<file path="src/urb_defines.vh">
// Constants for the UART receiver and break transmitter
`ifndef URB_DEFINES_VH
`define URB_DEFINES_VH
`define URB_OSR_LAST     4'hf
`define URB_SMP_A        4'h7
`define URB_SMP_B        4'h8
`define URB_SMP_C        4'h9
`define URB_BRK_LAST     4'hc
`define URB_LAST_BIT8    4'h7
`define URB_LAST_BIT9    4'h8
`define URB_FIFO_DEPTH   2
`define URB_FIFO_AW      1
`define URB_FIFO_W       12
`define URB_RX_IDLE      3'h0
`define URB_RX_START     3'h1
`define URB_RX_DATA      3'h2
`define URB_RX_PAR       3'h3
`define URB_RX_STOP      3'h4
`define URB_RX_WAIT      3'h5
`define URB_TX_IDLE      3'h0
`define URB_TX_START     3'h1
`define URB_TX_DATA      3'h2
`define URB_TX_PAR       3'h3
`define URB_TX_STOP      3'h4
`define URB_TX_BRK       3'h5
`endif

</file>
<file path="src/urb_uart.v">
// Receive FIFO and the UART receiver with break transmitter
`timescale 1ns/1ps
`include "urb_defines.vh"

module urb_fifo #(
  parameter W  = `URB_FIFO_W,
  parameter D  = `URB_FIFO_DEPTH,
  parameter AW = `URB_FIFO_AW
) (
  input  wire         clk_sys_i,
  input  wire         rst_n_i,
  input  wire         flush_i,
  input  wire         in_valid_i,
  output wire         in_ready_o,
  input  wire [W-1:0] in_data_i,
  output wire         out_valid_o,
  input  wire         out_ready_i,
  output wire [W-1:0] out_data_o
);
  reg [W-1:0]  mem_reg [0:D-1];
  reg [AW-1:0] wp_reg;
  reg [AW-1:0] rp_reg;
  reg [AW:0]   cnt_reg;
  wire         push;
  wire         pop;

  function [AW-1:0] ptr_inc;
    input [AW-1:0] p;
    begin
      if (p == D[AW-1:0] - 1'b1) begin
        ptr_inc = {AW{1'b0}};
      end else begin
        ptr_inc = p + 1'b1;
      end
    end
  endfunction

  assign in_ready_o  = (cnt_reg != D[AW:0]);
  assign out_valid_o = (cnt_reg != {(AW+1){1'b0}});
  assign push        = in_valid_i & in_ready_o;
  assign pop         = out_ready_i & out_valid_o;
  assign out_data_o  = mem_reg[rp_reg];

  always @(posedge clk_sys_i) begin
    if (push) begin
      mem_reg[wp_reg] <= in_data_i;
    end
  end

  always @(posedge clk_sys_i) begin
    if (!rst_n_i || flush_i) begin
      wp_reg  <= {AW{1'b0}};
      rp_reg  <= {AW{1'b0}};
      cnt_reg <= {(AW+1){1'b0}};
    end else begin
      if (push) begin
        wp_reg <= ptr_inc(wp_reg);
      end
      if (pop) begin
        rp_reg <= ptr_inc(rp_reg);
      end
      cnt_reg <= cnt_reg + {{AW{1'b0}}, push} - {{AW{1'b0}}, pop};
    end
  end
endmodule

module urb_uart #(
  parameter RX_FIFO_DEPTH = `URB_FIFO_DEPTH
) (
  input  wire       clk_sys_i,
  input  wire       rst_n_i,
  input  wire       sample_tick_i,
  input  wire       rx_i,
  output wire       tx_o,
  input  wire       serial_port_enable_i,
  input  wire       receiver_enable_i,
  input  wire       transmitter_enable_i,
  input  wire       send_break_ctrl_i,
  input  wire       word_length_sel_i,
  input  wire       parity_enable_i,
  input  wire       parity_type_sel_i,
  input  wire       stop_bit_count_sel_i,
  input  wire       rx_irq_enable_i,
  input  wire       status_read_i,
  input  wire       rx_data_read_i,
  input  wire       tx_data_write_i,
  input  wire [8:0] tx_data_i,
  output wire [7:0] rx_data_o,
  output wire       rx_ninth_bit_o,
  output wire       rx_data_available_flag_o,
  output wire       overrun_flag_o,
  output wire       noise_flag_o,
  output wire       framing_fault_flag_o,
  output wire       parity_fault_flag_o,
  output wire       receiver_idle_flag_o,
  output wire       tx_holding_empty_flag_o,
  output wire       transmitter_idle_flag_o,
  output wire       rx_irq_o,
  output wire       tx_irq_o
);
  reg  [2:0]  rx_state_reg;
  reg  [3:0]  rx_phase_reg;
  reg  [3:0]  rx_bit_reg;
  reg  [1:0]  rx_smp_reg;
  reg  [8:0]  rx_shift_reg;
  reg         rx_noise_reg;
  reg         rx_parity_fault_flag_reg;
  reg         overrun_reg;
  reg         arm_rx_reg;
  reg         rx_irq_reg;
  reg  [2:0]  tx_state_reg;
  reg  [3:0]  tx_phase_reg;
  reg  [3:0]  tx_cnt_reg;
  reg  [8:0]  tx_shift_reg;
  reg         tx_par_reg;
  reg         tx_brk_reg;
  reg  [8:0]  tx_holding_reg;
  reg         tx_holding_empty_flag_reg;
  reg         transmitter_idle_flag_reg;
  reg         arm_tx_reg;
  reg         tx_irq_reg;
  reg         tx_line_reg;
  reg         tx_line_next;
  wire        rx_run;
  wire        tx_run;
  wire        rx_eval;
  wire        rx_bit;
  wire        rx_noisy;
  wire [3:0]  data_last;
  wire        rx_push;
  wire        rx_room;
  wire        rx_ovr_evt;
  wire        rx_seq_rd;
  wire [11:0] fifo_in;
  wire [11:0] fifo_out;
  wire        fifo_valid;
  wire        tx_wr;
  wire        tx_bit_end;

  function maj3;
    input a;
    input b;
    input c;
    begin
      maj3 = (a & b) | (a & c) | (b & c);
    end
  endfunction

  assign rx_run    = serial_port_enable_i & receiver_enable_i;
  assign tx_run    = serial_port_enable_i & transmitter_enable_i;
  assign data_last = word_length_sel_i ? `URB_LAST_BIT9 : `URB_LAST_BIT8;

  // Majority of three samples decides the bit; the two earlier ones are held
  assign rx_eval  = sample_tick_i && (rx_phase_reg == `URB_SMP_C) &&
                    (rx_state_reg != `URB_RX_IDLE) && (rx_state_reg != `URB_RX_WAIT);
  assign rx_bit   = maj3(rx_smp_reg[0], rx_smp_reg[1], rx_i);
  assign rx_noisy = !((rx_smp_reg[0] == rx_smp_reg[1]) && (rx_smp_reg[1] == rx_i));

  assign rx_push    = rx_eval && (rx_state_reg == `URB_RX_STOP);
  assign rx_ovr_evt = rx_push & ~rx_room;
  // Framing fault, parity fault and noise travel with the word
  assign fifo_in    = {~rx_bit, rx_parity_fault_flag_reg, rx_noise_reg | rx_noisy,
                       rx_shift_reg};
  assign rx_seq_rd  = rx_data_read_i & arm_rx_reg;

  urb_fifo #(
    .W  (`URB_FIFO_W),
    .D  (RX_FIFO_DEPTH),
    .AW (`URB_FIFO_AW)
  ) u_rx_fifo (
    .clk_sys_i   (clk_sys_i),
    .rst_n_i     (rst_n_i),
    .flush_i     (~serial_port_enable_i),
    .in_valid_i  (rx_push),
    .in_ready_o  (rx_room),
    .in_data_i   (fifo_in),
    .out_valid_o (fifo_valid),
    .out_ready_i (rx_seq_rd),
    .out_data_o  (fifo_out)
  );

  // Receiver
  always @(posedge clk_sys_i) begin
    if (!rst_n_i || !rx_run) begin
      rx_state_reg <= `URB_RX_IDLE;
      rx_phase_reg <= 4'h0;
      rx_bit_reg   <= 4'h0;
      rx_smp_reg   <= 2'h0;
      rx_shift_reg <= 9'h000;
      rx_noise_reg <= 1'b0;
      rx_parity_fault_flag_reg  <= 1'b0;
    end else if (sample_tick_i) begin
      case (rx_state_reg)
        `URB_RX_IDLE: begin
          if (!rx_i) begin
            rx_state_reg <= `URB_RX_START;
            rx_phase_reg <= 4'h0;
            rx_shift_reg <= 9'h000;
            rx_noise_reg <= 1'b0;
            rx_parity_fault_flag_reg  <= 1'b0;
          end
        end
        `URB_RX_WAIT: begin
          if (rx_i) begin
            rx_state_reg <= `URB_RX_IDLE;
          end
        end
        default: begin
          rx_phase_reg <= rx_phase_reg + 4'h1;
          if (rx_phase_reg == `URB_SMP_A) begin
            rx_smp_reg[0] <= rx_i;
          end
          if (rx_phase_reg == `URB_SMP_B) begin
            rx_smp_reg[1] <= rx_i;
          end
          if (rx_phase_reg == `URB_SMP_C) begin
            rx_noise_reg <= rx_noise_reg | rx_noisy;
            case (rx_state_reg)
              `URB_RX_START: begin
                // High at mid start bit is a glitch
                if (rx_bit) begin
                  rx_state_reg <= `URB_RX_IDLE;
                end else begin
                  rx_state_reg <= `URB_RX_DATA;
                  rx_bit_reg   <= 4'h0;
                end
              end
              `URB_RX_DATA: begin
                rx_shift_reg[rx_bit_reg] <= rx_bit;
                rx_bit_reg <= rx_bit_reg + 4'h1;
                if (rx_bit_reg == data_last) begin
                  rx_state_reg <= parity_enable_i ? `URB_RX_PAR : `URB_RX_STOP;
                end
              end
              `URB_RX_PAR: begin
                rx_parity_fault_flag_reg  <= ((^rx_shift_reg) ^ rx_bit) != parity_type_sel_i;
                rx_state_reg <= `URB_RX_STOP;
              end
              `URB_RX_STOP: begin
                // Only the first stop bit is checked; a break never starts a frame
                rx_state_reg <= rx_bit ? `URB_RX_IDLE : `URB_RX_WAIT;
              end
              default: begin
                rx_state_reg <= `URB_RX_IDLE;
              end
            endcase
          end
        end
      endcase
    end
  end

  // Flags cleared by status access then data read; set wins
  always @(posedge clk_sys_i) begin
    if (!rst_n_i || !serial_port_enable_i) begin
      overrun_reg <= 1'b0;
      arm_rx_reg  <= 1'b0;
      rx_irq_reg  <= 1'b0;
    end else begin
      overrun_reg <= rx_ovr_evt | (overrun_reg & ~rx_seq_rd);
      if (status_read_i) begin
        arm_rx_reg <= 1'b1;
      end else if (rx_data_read_i) begin
        arm_rx_reg <= 1'b0;
      end
      rx_irq_reg <= rx_irq_enable_i & rx_push;
    end
  end

  assign rx_data_o                = fifo_valid ? fifo_out[7:0] : 8'h00;
  assign rx_ninth_bit_o           = fifo_valid & fifo_out[8];
  assign noise_flag_o             = fifo_valid & fifo_out[9];
  assign parity_fault_flag_o      = fifo_valid & fifo_out[10];
  assign framing_fault_flag_o     = fifo_valid & fifo_out[11];
  assign rx_data_available_flag_o = fifo_valid;
  assign overrun_flag_o           = overrun_reg;
  assign receiver_idle_flag_o     = (rx_state_reg == `URB_RX_IDLE) ||
                                    (rx_state_reg == `URB_RX_WAIT);
  assign rx_irq_o                 = rx_irq_reg;

  // Transmitter; writes are refused while the holding register is full
  assign tx_wr      = tx_data_write_i & arm_tx_reg & tx_holding_empty_flag_reg;
  assign tx_bit_end = sample_tick_i && (tx_phase_reg == `URB_OSR_LAST);

  always @(posedge clk_sys_i) begin
    if (!rst_n_i || !serial_port_enable_i) begin
      tx_state_reg   <= `URB_TX_IDLE;
      tx_phase_reg   <= 4'h0;
      tx_cnt_reg     <= 4'h0;
      tx_shift_reg   <= 9'h000;
      tx_par_reg     <= 1'b0;
      tx_brk_reg     <= 1'b0;
      tx_holding_reg <= 9'h000;
      tx_holding_empty_flag_reg       <= 1'b1;
      transmitter_idle_flag_reg      <= 1'b1;
      arm_tx_reg     <= 1'b0;
      tx_irq_reg     <= 1'b0;
    end else begin
      tx_irq_reg <= 1'b0;
      if (status_read_i) begin
        arm_tx_reg <= 1'b1;
      end else if (tx_data_write_i) begin
        arm_tx_reg <= 1'b0;
      end
      if (tx_wr) begin
        tx_holding_reg <= tx_data_i;
        tx_holding_empty_flag_reg       <= 1'b0;
        transmitter_idle_flag_reg      <= 1'b0;
      end
      if (!tx_run) begin
        tx_state_reg <= `URB_TX_IDLE;
      end else if (tx_state_reg == `URB_TX_IDLE) begin
        tx_phase_reg <= 4'h0;
        if (send_break_ctrl_i) begin
          // Break leaves the holding register and its flag alone
          tx_brk_reg   <= 1'b1;
          tx_state_reg <= `URB_TX_START;
          transmitter_idle_flag_reg    <= 1'b0;
        end else if (!tx_holding_empty_flag_reg) begin
          tx_brk_reg   <= 1'b0;
          tx_shift_reg <= tx_holding_reg;
          tx_par_reg   <= (^tx_holding_reg[7:0]) ^ (word_length_sel_i & tx_holding_reg[8]) ^
                          parity_type_sel_i;
          tx_holding_empty_flag_reg     <= 1'b1;
          tx_irq_reg   <= 1'b1;
          tx_state_reg <= `URB_TX_START;
          transmitter_idle_flag_reg    <= 1'b0;
        end
      end else begin
        if (sample_tick_i) begin
          tx_phase_reg <= tx_phase_reg + 4'h1;
        end
        if (tx_bit_end) begin
          tx_cnt_reg <= tx_cnt_reg + 4'h1;
          case (tx_state_reg)
            `URB_TX_START: begin
              tx_cnt_reg   <= 4'h0;
              tx_state_reg <= tx_brk_reg ? `URB_TX_BRK : `URB_TX_DATA;
            end
            `URB_TX_DATA: begin
              tx_shift_reg <= {1'b0, tx_shift_reg[8:1]};
              if (tx_cnt_reg == data_last) begin
                tx_cnt_reg   <= 4'h0;
                tx_state_reg <= parity_enable_i ? `URB_TX_PAR : `URB_TX_STOP;
              end
            end
            `URB_TX_PAR: begin
              tx_cnt_reg   <= 4'h0;
              tx_state_reg <= `URB_TX_STOP;
            end
            `URB_TX_BRK: begin
              if (tx_cnt_reg == `URB_BRK_LAST) begin
                tx_cnt_reg <= 4'h0;
                if (!send_break_ctrl_i) begin
                  tx_state_reg <= `URB_TX_STOP;
                end
              end
            end
            `URB_TX_STOP: begin
              if (tx_cnt_reg == {3'h0, stop_bit_count_sel_i}) begin
                tx_state_reg <= `URB_TX_IDLE;
                transmitter_idle_flag_reg    <= 1'b1;
              end
            end
            default: begin
              tx_state_reg <= `URB_TX_IDLE;
            end
          endcase
        end
      end
    end
  end

  always @* begin
    case (tx_state_reg)
      `URB_TX_START: tx_line_next = 1'b0;
      `URB_TX_BRK:   tx_line_next = 1'b0;
      `URB_TX_DATA:  tx_line_next = tx_shift_reg[0];
      `URB_TX_PAR:   tx_line_next = tx_par_reg;
      default:       tx_line_next = 1'b1;
    endcase
  end

  always @(posedge clk_sys_i) begin
    if (!rst_n_i) begin
      tx_line_reg <= 1'b1;
    end else begin
      tx_line_reg <= tx_line_next;
    end
  end

  assign tx_o                    = tx_line_reg;
  assign tx_holding_empty_flag_o = tx_holding_empty_flag_reg;
  assign transmitter_idle_flag_o = transmitter_idle_flag_reg;
  assign tx_irq_o                = tx_irq_reg;
endmodule

</file>
<file path="config.mk">
export PLATFORM = sky130hd
export DESIGN_NAME = urb_uart
export DESIGN_NICKNAME = d
export VERILOG_FILES = /design/src/urb_uart.v
export VERILOG_INCLUDE_DIRS = /design/src
export SDC_FILE = /design/constraint.sdc
export NUM_CORES = 1
export LEC_CHECK = 0
export ABC_AREA = 1
export BUFFER_PORTS_ARGS = -buffer_cell sky130_fd_sc_hd__buf_2
export CORE_MARGIN = 2
export CORE_UTILIZATION = 50
export CTS_BUF_LIST = sky130_fd_sc_hd__clkbuf_4 sky130_fd_sc_hd__clkbuf_8
export DETAILED_ROUTE_END_ITERATION = 8
export GPL_TIMING_DRIVEN = 1
export HOLD_SLACK_MARGIN = 0.03
export PLACE_DENSITY_LB_ADDON = 0.25
export REMOVE_ABC_BUFFERS = 1
export SLEW_MARGIN = 20
export SYNTH_ARGS = -nofsm -noshare
export SYNTH_HDL_FRONTEND = slang
export SYNTH_SLANG_ARGS = --single-unit
export TNS_END_PERCENT = 30
</file>
<file path="constraint.sdc">
create_clock -name clk_sys_i -period 3.05 [get_ports clk_sys_i]
set_input_delay 0.4575 -clock clk_sys_i [delete_from_list [all_inputs] [get_ports clk_sys_i]]
set_output_delay 0.4575 -clock clk_sys_i [all_outputs]
set_load 0.01 [all_outputs]
</file>
Yosys cells after proc, flatten, opt, wreduce, memory -nomap -nowiden. Memories as Yosys holds them, arrays and structs flattened. A register that Yosys moved wholly into a read port is not among the register bits. Cells that the tools add are included.

$add $sub $neg: 8. Magnitude comparators: 2. Equality and inequality tests: 35. Muxes and demuxes: 75. Bitwise logic cells: 35. Reduce and logical (&&, ||, !) cells: 50.

Operators with widths (number): $mux W9 (8); $mux W3 (15); $mux W1 (31); $mux W4 (7); $reduce_and A5 Y1 (5); $reduce_bool A2 Y1 (10); $and A1 B1 Y1 (18); $ne A3 B3 Y1 const B (6); $pmux W9 S2 (1); $add A4 B1 Y4 const B (4); $eq A4 B4 Y1 const B (4); $pmux W4 S2 (2); $pmux W3 S5 (1); $reduce_and A3 Y1 (5); $ne A2 B2 Y1 const B (7); $eq A3 B2 Y1 const B (4); $eq A3 B3 Y1 const B (4); $pmux W3 S4 (1); $pmux W4 S3 (1); $not A1 Y1 (10); $bwmux W9 (1); $reduce_xor A9 Y1 (1); $eq A4 B4 Y1 (2); $mux W8 (1); 29 further kinds (56).

Bits in registers: 67. Bits in writable memories: 24. Input bits: 25. Output and inout port bits: 20. Memories kept: 1.

Memories: u_rx_fifo.mem_reg (words 2, width 12, read ports 1, clocked after memory_dff 1, wr ports 1, RTL line urb_uart.v:20) `reg [W-1:0] mem_reg [0:D-1];`.

Longest topological paths before layout. Gate-level depths: netlist of run 1.

Depth after elaboration: 8. Depth in mapped cells: 12. Mapped depth without buffers: 11.

Cells and area by module. A second synthesis of run 1 with hierarchy kept.

Cells, all modules: 697. Area, all modules: 5058.6 sq um.

By module, submodules not included: urb_uart (instances 1, cells an instance 623, area each 3863.7 sq um, sequential area each 1261.2 sq um); urb_fifo (instances 1, cells an instance 74, area each 1194.9 sq um, sequential area each 820.8 sq um).

Worst setup path before layout of run 1. OpenSTA, ideal clock, no wires.

Path type: reg-to-reg. Start point: register rx_phase_reg[1]. End point: memory u_rx_fifo.mem_reg[0][0] (netlist name), enable pin. Setup time: 0.380 ns. Arrival time: 1.591 ns. Data required time: 2.670 ns. Path slack: 1.079 ns. Cell stages (with the launch flop): 7. Buffers on the path: 0. Period minus slack after synthesis: 1.971 ns. Cell sequence: dfxtp_1 > inv_1 > ha_1 > nand3_1 > nor3_2 > nand2_1 > nor2_1.

Longest elaborated chain between the ends: 8.

Ends and longest elaborated chain: start: declaration (RTL line urb_uart.v:102) `reg [3:0] rx_phase_reg;`; start signal: assignment (RTL line urb_uart.v:209) `rx_phase_reg <= rx_phase_reg + 4'h1;`; $eq A4 B4 Y1 (no source line); $logic_and A1 B1 Y1 (3 in a row) (RTL line urb_uart.v:154) `` assign rx_eval = sample_tick_i && (rx_phase_reg == `URB_SMP_C) && ``; $logic_and A1 B1 Y1 (RTL line urb_uart.v:159) `` assign rx_push = rx_eval && (rx_state_reg == `URB_RX_STOP); ``; $and A1 B1 Y1 (RTL line urb_uart.v:40) `assign push = in_valid_i & in_ready_o;`; $mux W1 (RTL line urb_uart.v:45) `if (push) begin`; $mux W1 (not written as such) (RTL line urb_uart.v:46) `mem_reg[wp_reg] <= in_data_i;`; end: declaration (RTL line urb_uart.v:20).

No other way between the ends.

Worst setup path after layout of run 1.
Start point: register rx_state_reg[1]. End point: memory u_rx_fifo.mem_reg[1][11] (netlist name), enable pin.

Longest elaborated chain between the ends: 7.

Ends and longest elaborated chain: start: declaration (RTL line urb_uart.v:101) `reg [2:0] rx_state_reg;`; start signal: assignment (RTL line urb_uart.v:185) `` rx_state_reg <= `URB_RX_IDLE; ``; start signal: assignment (RTL line urb_uart.v:196) `` rx_state_reg <= `URB_RX_START; ``; start signal: assignment (RTL line urb_uart.v:205) `` rx_state_reg <= `URB_RX_IDLE; ``; $reduce_bool A3 Y1 (no source line); $logic_and A1 B1 Y1 (2 in a row) (RTL line urb_uart.v:154); $logic_and A1 B1 Y1 (*) (RTL line urb_uart.v:159); $and A1 B1 Y1 (*) (RTL line urb_uart.v:40); $mux W1 (*) (RTL line urb_uart.v:45); $mux W1 (not written as such) (*) (RTL line urb_uart.v:46).

Mark *: on every way between the ends. The rest lies on a longest branch, timed or not.

==> impl_results.md, run 1 <==
* Initial DRC Count at 292
* Crit Path Class: reg -> reg
* Total gr overflow at 0
* Fillers at 912
* Routed Antenna Nets at 0
* Final Max Tran Viols at 0
* Largest net degree at the start of global routing at 22
* Die width at 104 um
* Yosys reg bits at 92
* Fin cells at 856
* Reg2Reg Depth at 6
* Hold Crit Depth at 2
* Fmax at 430 MHz
* R2R Path Start: rx_state_reg[1]
* Worst slew pin tran at 0.672 ns
* Min-Delay Startpoint: rst_n_i
* Worst skew pair latency at 0.37 ns
* Yosys top cell by area: dfxtp_1
* Status: complete, no violations
* Dpl cells at 840
* Dpl hpwl at 7740 um
* Routability cong. at 0.912
* DRT Pass-1 Iters at 6
* Post-cts resize count at 0
* Hold Crit Class: in -> reg
* Critical path data required time at 3.07 ns
* PwrDens at 403 mW/mm^2
* Largest fanout on the critical path at 12
* Vias at 4389
* Die area at 0.0108 mm^2
* Number of synthesized flops with an enable pin at 24
* CTS Buf Count at 9
* Tmin final at 2.33 ns
* Final nets at 756
* Final setup viols at 0
* DRC Markers at 0
* CTS tree: built
* Worst slew margin at 55.1%
* Vias in the first global route at 4039
* Proportion of layout cells with a drive suffix above 1 at 14.7%
* WL per Instance at 12.2 um
* Hold path endpoint: tx_o
* Worst setup EP type: register
* Largest register FFs at 24
* Yosys Warn Count at 0
* Die Y-Extent at 104 um
* Post-synthesis simple-gate area fraction at 33.0%
* RSZ-0062 raised after global routing: no
* Setup tns final at 0 ns
* Initial antenna violation count at 0
* Clk root buf: clkbuf_8
* Top FF cell, synth: dfxtp_1
* Setup Buffers After CTS at 0
* Largest family of logic cells by synthesized area: simple AND/OR/NAND/NOR gates
* First-pass GRT wire length at 17800 um
* Area share of the largest cell type after synthesis at 27.3%
* Num ports at 45
* Netlist cell types at 40
* Tot Pwr at 0.00222 W
* Clk buf depth at 2
* Startpoint types: register
* Via density at 5.13
* Gate count of the mapped netlist at 673
* Synthesized cell area at 0.00498 mm^2
* Row cnt at 36
* Compound-Gate Fraction of Synth Area at 11.5%
* Initial Utilization at 51.2%
* Synth top area cells: dfxtp_1 (27%), nand2_1 (15%), edfxtp_1 (14%)
* # hold bufs at CTS at 0
* R2R Setup Slk at 0.72 ns
* Syn Area/Cell at 7.41 um^2
* Final Cycle Share at 76.3%
* Sequential share of the synthesized area at 41.8%
* Core area at 0.00973 mm^2
* Post-synthesis adder-cell area fraction at 3.26%
* Clk slew on worst S/H paths at 0.10 ns
* Leakage at 2.26 nW
* Fin. Hold Viols at 0
* Maxcap violations at 0
* Asr flop ratio synth at 0%
* Final wirelength at 10500 um
* Ant diodes at 0
* Synth Area in XOR/XNOR at 2.11%
* Arrival time at the worst endpoint at 2.34 ns
* Port Buf Inserts at 44
* Area Overhead vs Synth at 10.2%
* VDD IR max at 225 uV
* RR Endpoint: u_rx_fifo.mem_reg[1][11]
* Clock sink count at 92
* H-tree levels at 3
* Post-synthesis mux area share at 0%
* Max Clock Skew at 0.0133 ns
* GRT Total Usage at 19.9%
==> kinds of logic after synthesis <==
group,Yosys count
buf+inv,100
compound gates,98
simple gates,358
xor+xnor,12
fa+ha+maj,13
flops,92
==> how the worst max path moves through the flow <==
stage	slack (ns)	start	endpoint
4_1_cts	0.74	rx_state_reg[1]	u_rx_fifo.mem_reg[1][6]
3_3_place_gp	0.92	rx_state_reg[1]	u_rx_fifo.mem_reg[1][2]
2_1_floorplan	0.90	rx_state_reg[1]	u_rx_fifo.mem_reg[0][0]
3_5_place_dp	0.76	rx_state_reg[1]	u_rx_fifo.mem_reg[1][2]
6_report	0.72	rx_state_reg[1]	u_rx_fifo.mem_reg[1][11]
5_1_grt	0.54	rx_state_reg[1]	u_rx_fifo.mem_reg[1][8]
==> metal layers <==
layer	track usage, %	vias up	share of wire [%]
li1	-	2266	-
met1	25.8	1988	47
met2	33.3	117	47
met3	3.65	18	4.2
met4	6.95	0	1.8
met5	0	-	0
==> synth_stat cells (2+ instances only) <==
cell type  count
a211oi_1       2
a211oi_2       8
a21oi_1       52
buf_2          2
buf_6          5
clkbuf_1       5
clkinv_1       2
dfxtp_1       68
edfxtp_1      24
ha_1          13
inv_1         78
inv_2          6
nand2_1      205
nand2_2        5
nand2_4        2
nand3_1       40
nand3_2        3
nand3_4        3
nand3b_1       4
nand4_1       17
nor2_1        60
nor2_2         2
nor2_4         7
nor3_1         3
o21ai_0       30
o21ai_1        3
xnor2_1        6
xor2_1         6
==> final cells by class <==
type / count / area, um^2 / share of cell area [%]
Inverter: 86 / 323 / 5.87
Tap cell: 133 / 166 / 3.03
Sequential cell: 92 / 2080 / 37.9
Timing Repair Buffer: 48 / 250 / 4.55
Clock inverter: 7 / 66.3 / 1.21
Multi-Input combinational cell: 481 / 2480 / 45.2
Clock buffer: 9 / 124 / 2.25
==> worst max-delay path, stage by stage (launching register included) <==
cell and delay [ns]:
dfxtp_1 0.60, inv_2 0.16, nand3_2 0.18, nand3_4 0.14, nor3_2 0.33, nand3_1 0.18
inv_1 0.39
==> stage by stage <==
stage	utilization, %	setup WS, ns	cell area, um^2	hold WS, ns
2_1_floorplan	-	0.903	4890	0.419
3_3_place_gp	54.5	0.916	5310	0.436
3_5_place_dp	54.5	0.762	5310	0.445
4_1_cts	56.5	0.736	5500	0.293
5_1_grt	56.5	0.540	5500	0.299
6_report	56.5	0.724	5500	0.302
==> power breakdown <==
part	total (W)	switching, W	internal (W)
combinational	0.000162	0.000110	0.0000520
clock	0.000796	0.000478	0.000318
sequential	0.00126	0.00000738	0.00125
==> cell usage in the layout (no fill, tap or decap), types with 4 or more instances in the layout <==
master	count
nand2_1	205
inv_1	78
nand3b_1	4
clkbuf_8	9
edfxtp_1	24
nand4_1	17
nand2_2	5
xor2_1	6
nand3_1	40
xnor2_1	6
buf_2	44
a21oi_1	52
nor2_1	60
ha_1	13
inv_2	6
nor2_4	7
a211oi_2	8
o21ai_0	30
buf_4	4
dfxtp_1	68
No activity file was read; power rests on OpenSTA's default activity.
==> inputs of run 2 (changes only) <==
Settings changed: ABC_AREA 1 to 0.
Clock period 3.05 ns to 2.15 ns, I/O delays scaled along.
==> impl_results.md, run 2 <==
* Synthesized cell area at 0.00455 mm^2 (was 0.00498 mm^2)
* Proportion of layout cells with a drive suffix above 1 at 16.4% (was 14.7%)
* Initial antenna violation count at 0 (unchanged)
* Num ports at 45 (unchanged)
* Port Buf Inserts at 44 (unchanged)
* Critical path's top delay family: simple AND/OR/NAND/NOR gates (unchanged)
* Netlist cell types at 60 (was 40)
* Clk buf depth at 2 (unchanged)
* DRT Pass-1 Iters at 4 (was 6)
* CTS tree: built (unchanged)
* Maxcap violations at 0 (unchanged)
* Final wirelength at 9380 um (was 10500 um)
* Largest fanout on the critical path at 12 (unchanged)
* Leakage at 1.96 nW (was 2.26 nW)
* Yosys Warn Count at 0 (unchanged)
* Worst skew pair latency at 0.34 ns (was 0.37 ns)
* Hold Crit Class: in -> reg (unchanged)
* Die area at 0.00988 mm^2 (was 0.0108 mm^2)
* Worst slew margin at 57.5% (was 55.1%)
* Arrival time at the worst endpoint at 1.98 ns (was 2.34 ns)
* Worst slew pin tran at 0.635 ns (was 0.672 ns)
* Row cnt at 34 (was 36)
* Post-synth top cells: nand2_1 (76), dfxtp_1 (68), nor2_1 (59), mux2i_1 (28) (was nand2_1 (205), inv_1 (78), dfxtp_1 (68), nor2_1 (60), a21oi_1 (52))
* Final Cell Area at 0.00519 mm^2 (was 0.00550 mm^2)
* Initial DRC Count at 204 (was 292)
* Via density at 5.39 (was 5.13)
* Clk root buf: clkbuf_8 (unchanged)
* Fillers at 770 (was 912)
* Routability cong. at 0.875 (was 0.912)
* Routed Antenna Nets at 0 (unchanged)
* GRT Total Usage at 19.8% (was 19.9%)
* Final Cycle Share at 90.4% (was 76.3%)
* Count leader, synth: nand2_1 (unchanged)
* Top FF cell, synth: dfxtp_1 (unchanged)
* Asr flop ratio synth at 0% (unchanged)
* Dpl hpwl at 6960 um (was 7740 um)
* Area Overhead vs Synth at 14.0% (was 10.2%)
* Critical path's largest stage delay at 0.43 ns (was 0.60 ns)
* Yosys reg bits at 92 (unchanged)
* WL per Instance at 14.1 um (was 12.2 um)
* CTS Buf Count at 9 (unchanged)
* Post-cts resize count at 0 (unchanged)
* Sequential share of the synthesized area at 45.7% (was 41.8%)
* Place WS at 0.123 ns (was 0.762 ns)
* Dpl cell area at 0.00497 mm^2 (was 0.00531 mm^2)
* Max Clock Skew at 0.00822 ns (was 0.0133 ns)
* Final Max Tran Viols at 0 (unchanged)
* Area share of the largest cell type after synthesis at 29.9% (was 27.3%)
* Total gr overflow at 0 (unchanged)
* Worst setup EP type: register (unchanged)
* Most frequent cells in the layout: nand2_1 (76), dfxtp_1 (68), nor2_1 (59) (was nand2_1 (205), inv_1 (78), dfxtp_1 (68))
* Setup ws final at 0.206 ns (was 0.724 ns)
* Die Y-Extent at 99.4 um (was 104 um)
* RSZ-0062 raised after global routing: no (unchanged)
* Setup tns final at 0 ns (unchanged)
* Crit Path Class: reg -> reg (unchanged)
* Final Util at 59.2% (was 56.5%)
* DRC Markers at 0 (unchanged)
* PwrDens at 615 mW/mm^2 (was 403 mW/mm^2)
* Final setup viols at 0 (unchanged)
* Largest net degree at the start of global routing at 23 (was 22)
* Multi-input combinational cell area at 0.00231 mm^2 (was 0.00248 mm^2)
* First-pass GRT wire length at 15900 um (was 17800 um)
* Critical Path Slowest Stage Cell: dfxtp_1 (unchanged)
* H-tree levels at 3 (unchanged)
* Critical path data required time at 2.19 ns (was 3.07 ns)
* Startpoint types: register (unchanged)
* Tot Pwr at 0.00319 W (was 0.00222 W)
* Syn Area/Cell at 9.18 um^2 (was 7.41 um^2)
* Fin. Hold Viols at 0 (unchanged)
* Ant diodes at 0 (unchanged)
* Register area at 0.00208 mm^2 (unchanged)
* Yosys top cell by area: dfxtp_1 (unchanged)
* Final nets at 589 (was 756)
* Synth top area cells: dfxtp_1 (30%), edfxtp_1 (16%), nand2_1 (6.3%) (was dfxtp_1 (27%), nand2_1 (15%), edfxtp_1 (14%))
* Largest register FFs at 24 (unchanged)
* Tmin final at 1.94 ns (was 2.33 ns)
* Vias in the first global route at 3368 (was 4039)
* Initial Utilization at 51.9% (was 51.2%)
* Status: complete, no violations (unchanged)
* Clock sink count at 92 (unchanged)
* Worst-path cell chain: ha_1, and3b_1, and3_1, o21ai_1, nor2_1, buf_4 (was inv_2, nand3_2, nand3_4, nor3_2, nand3_1, inv_1)
* VDD IR max at 491 uV (was 225 uV)
* Fmax at 514 MHz (was 430 MHz)
* Clk slew on worst S/H paths at 0.09 ns (was 0.10 ns)
* Number of synthesized flops with an enable pin at 24 (unchanged)
* Vias at 3580 (was 4389)
* Die width at 99.4 um (was 104 um)
* Buffers plus inverters on the worst setup path at 1 (was 2)
* Core area at 0.00876 mm^2 (was 0.00973 mm^2)
* # hold bufs at CTS at 0 (unchanged)
* Gate count of the mapped netlist at 496 (was 673)
* Setup Buffers After CTS at 0 (unchanged)
* Commonest non-fill, non-tap cell in the layout: nand2_1 (unchanged)
==> run 2: path summary, 6_finish.rpt <==
kind,from,to,slack (ns),cells past startpoint
max,rx_phase_reg[0],u_rx_fifo.mem_reg[1][1],0.21,6
min,rst_n_i,tx_o,0.22,2
max reg2reg,rx_phase_reg[0],u_rx_fifo.mem_reg[1][1],0.21,6
min reg2reg,rx_noise_reg,rx_noise_reg,0.47,1
==> run 2: cells by family (layout without fill, tap and decap cells) <==
family,after synthesis,after routing,share of synthesized area [%]
buffers and inverters,38,98,3.55
multiplexers,28,28,6.16
XOR/XNOR,30,30,5.77
flip-flops,92,92,45.7
AND/OR/NAND/NOR,204,204,21.2
adder cells (fa/ha/maj),13,13,3.57
AO/OA/AOI/OAI,91,91,14.0
==> run 2: cell type report <==
| cell class | instances | area share, % |
|---|---|---|
| clock inverters | 7 | 1.74 |
| multi-input cells | 366 | 44.5 |
| repair buffers | 67 | 7.57 |
| inverters | 15 | 1.09 |
| clock buffers | 9 | 2.39 |
| flip-flops and latches | 92 | 40.1 |
| well taps | 108 | 2.60 |
==> run 2: report_power, final <==
part,switching (W),internal [W],total [W]
Clock,0.000595,0.000652,0.00125
Combinational,0.0000988,0.0000662,0.000165
Sequential,0.00000589,0.00177,0.00178
Total,0.000700,0.00249,0.00319
==> run 2: per-stage QoR <==
stage	hold WS, ns	instances
after floorplan	0.384	473
after global placement	0.440	648
after detailed placement	0.457	648
after CTS	0.197	664
after global routing	0.207	664
final	0.215	664
==> run 2: layer usage <==
layer / global-route usage (%) / vias up / share of wire [%]
met5: 0 / - / 0
met4: 5.16 / 0 / 1.0
met3: 3.02 / 6 / 2.7
met2: 33.8 / 53 / 49
met1: 26.3 / 1659 / 47
li1: - / 1862 / -
==> run 2: worst reg2reg max path: stages, from the launching register on <==
cell	delay, ns
dfxtp_1	0.43
ha_1	0.20
and3b_1	0.19
and3_1	0.26
o21ai_1	0.21
nor2_1	0.14
buf_4	0.22
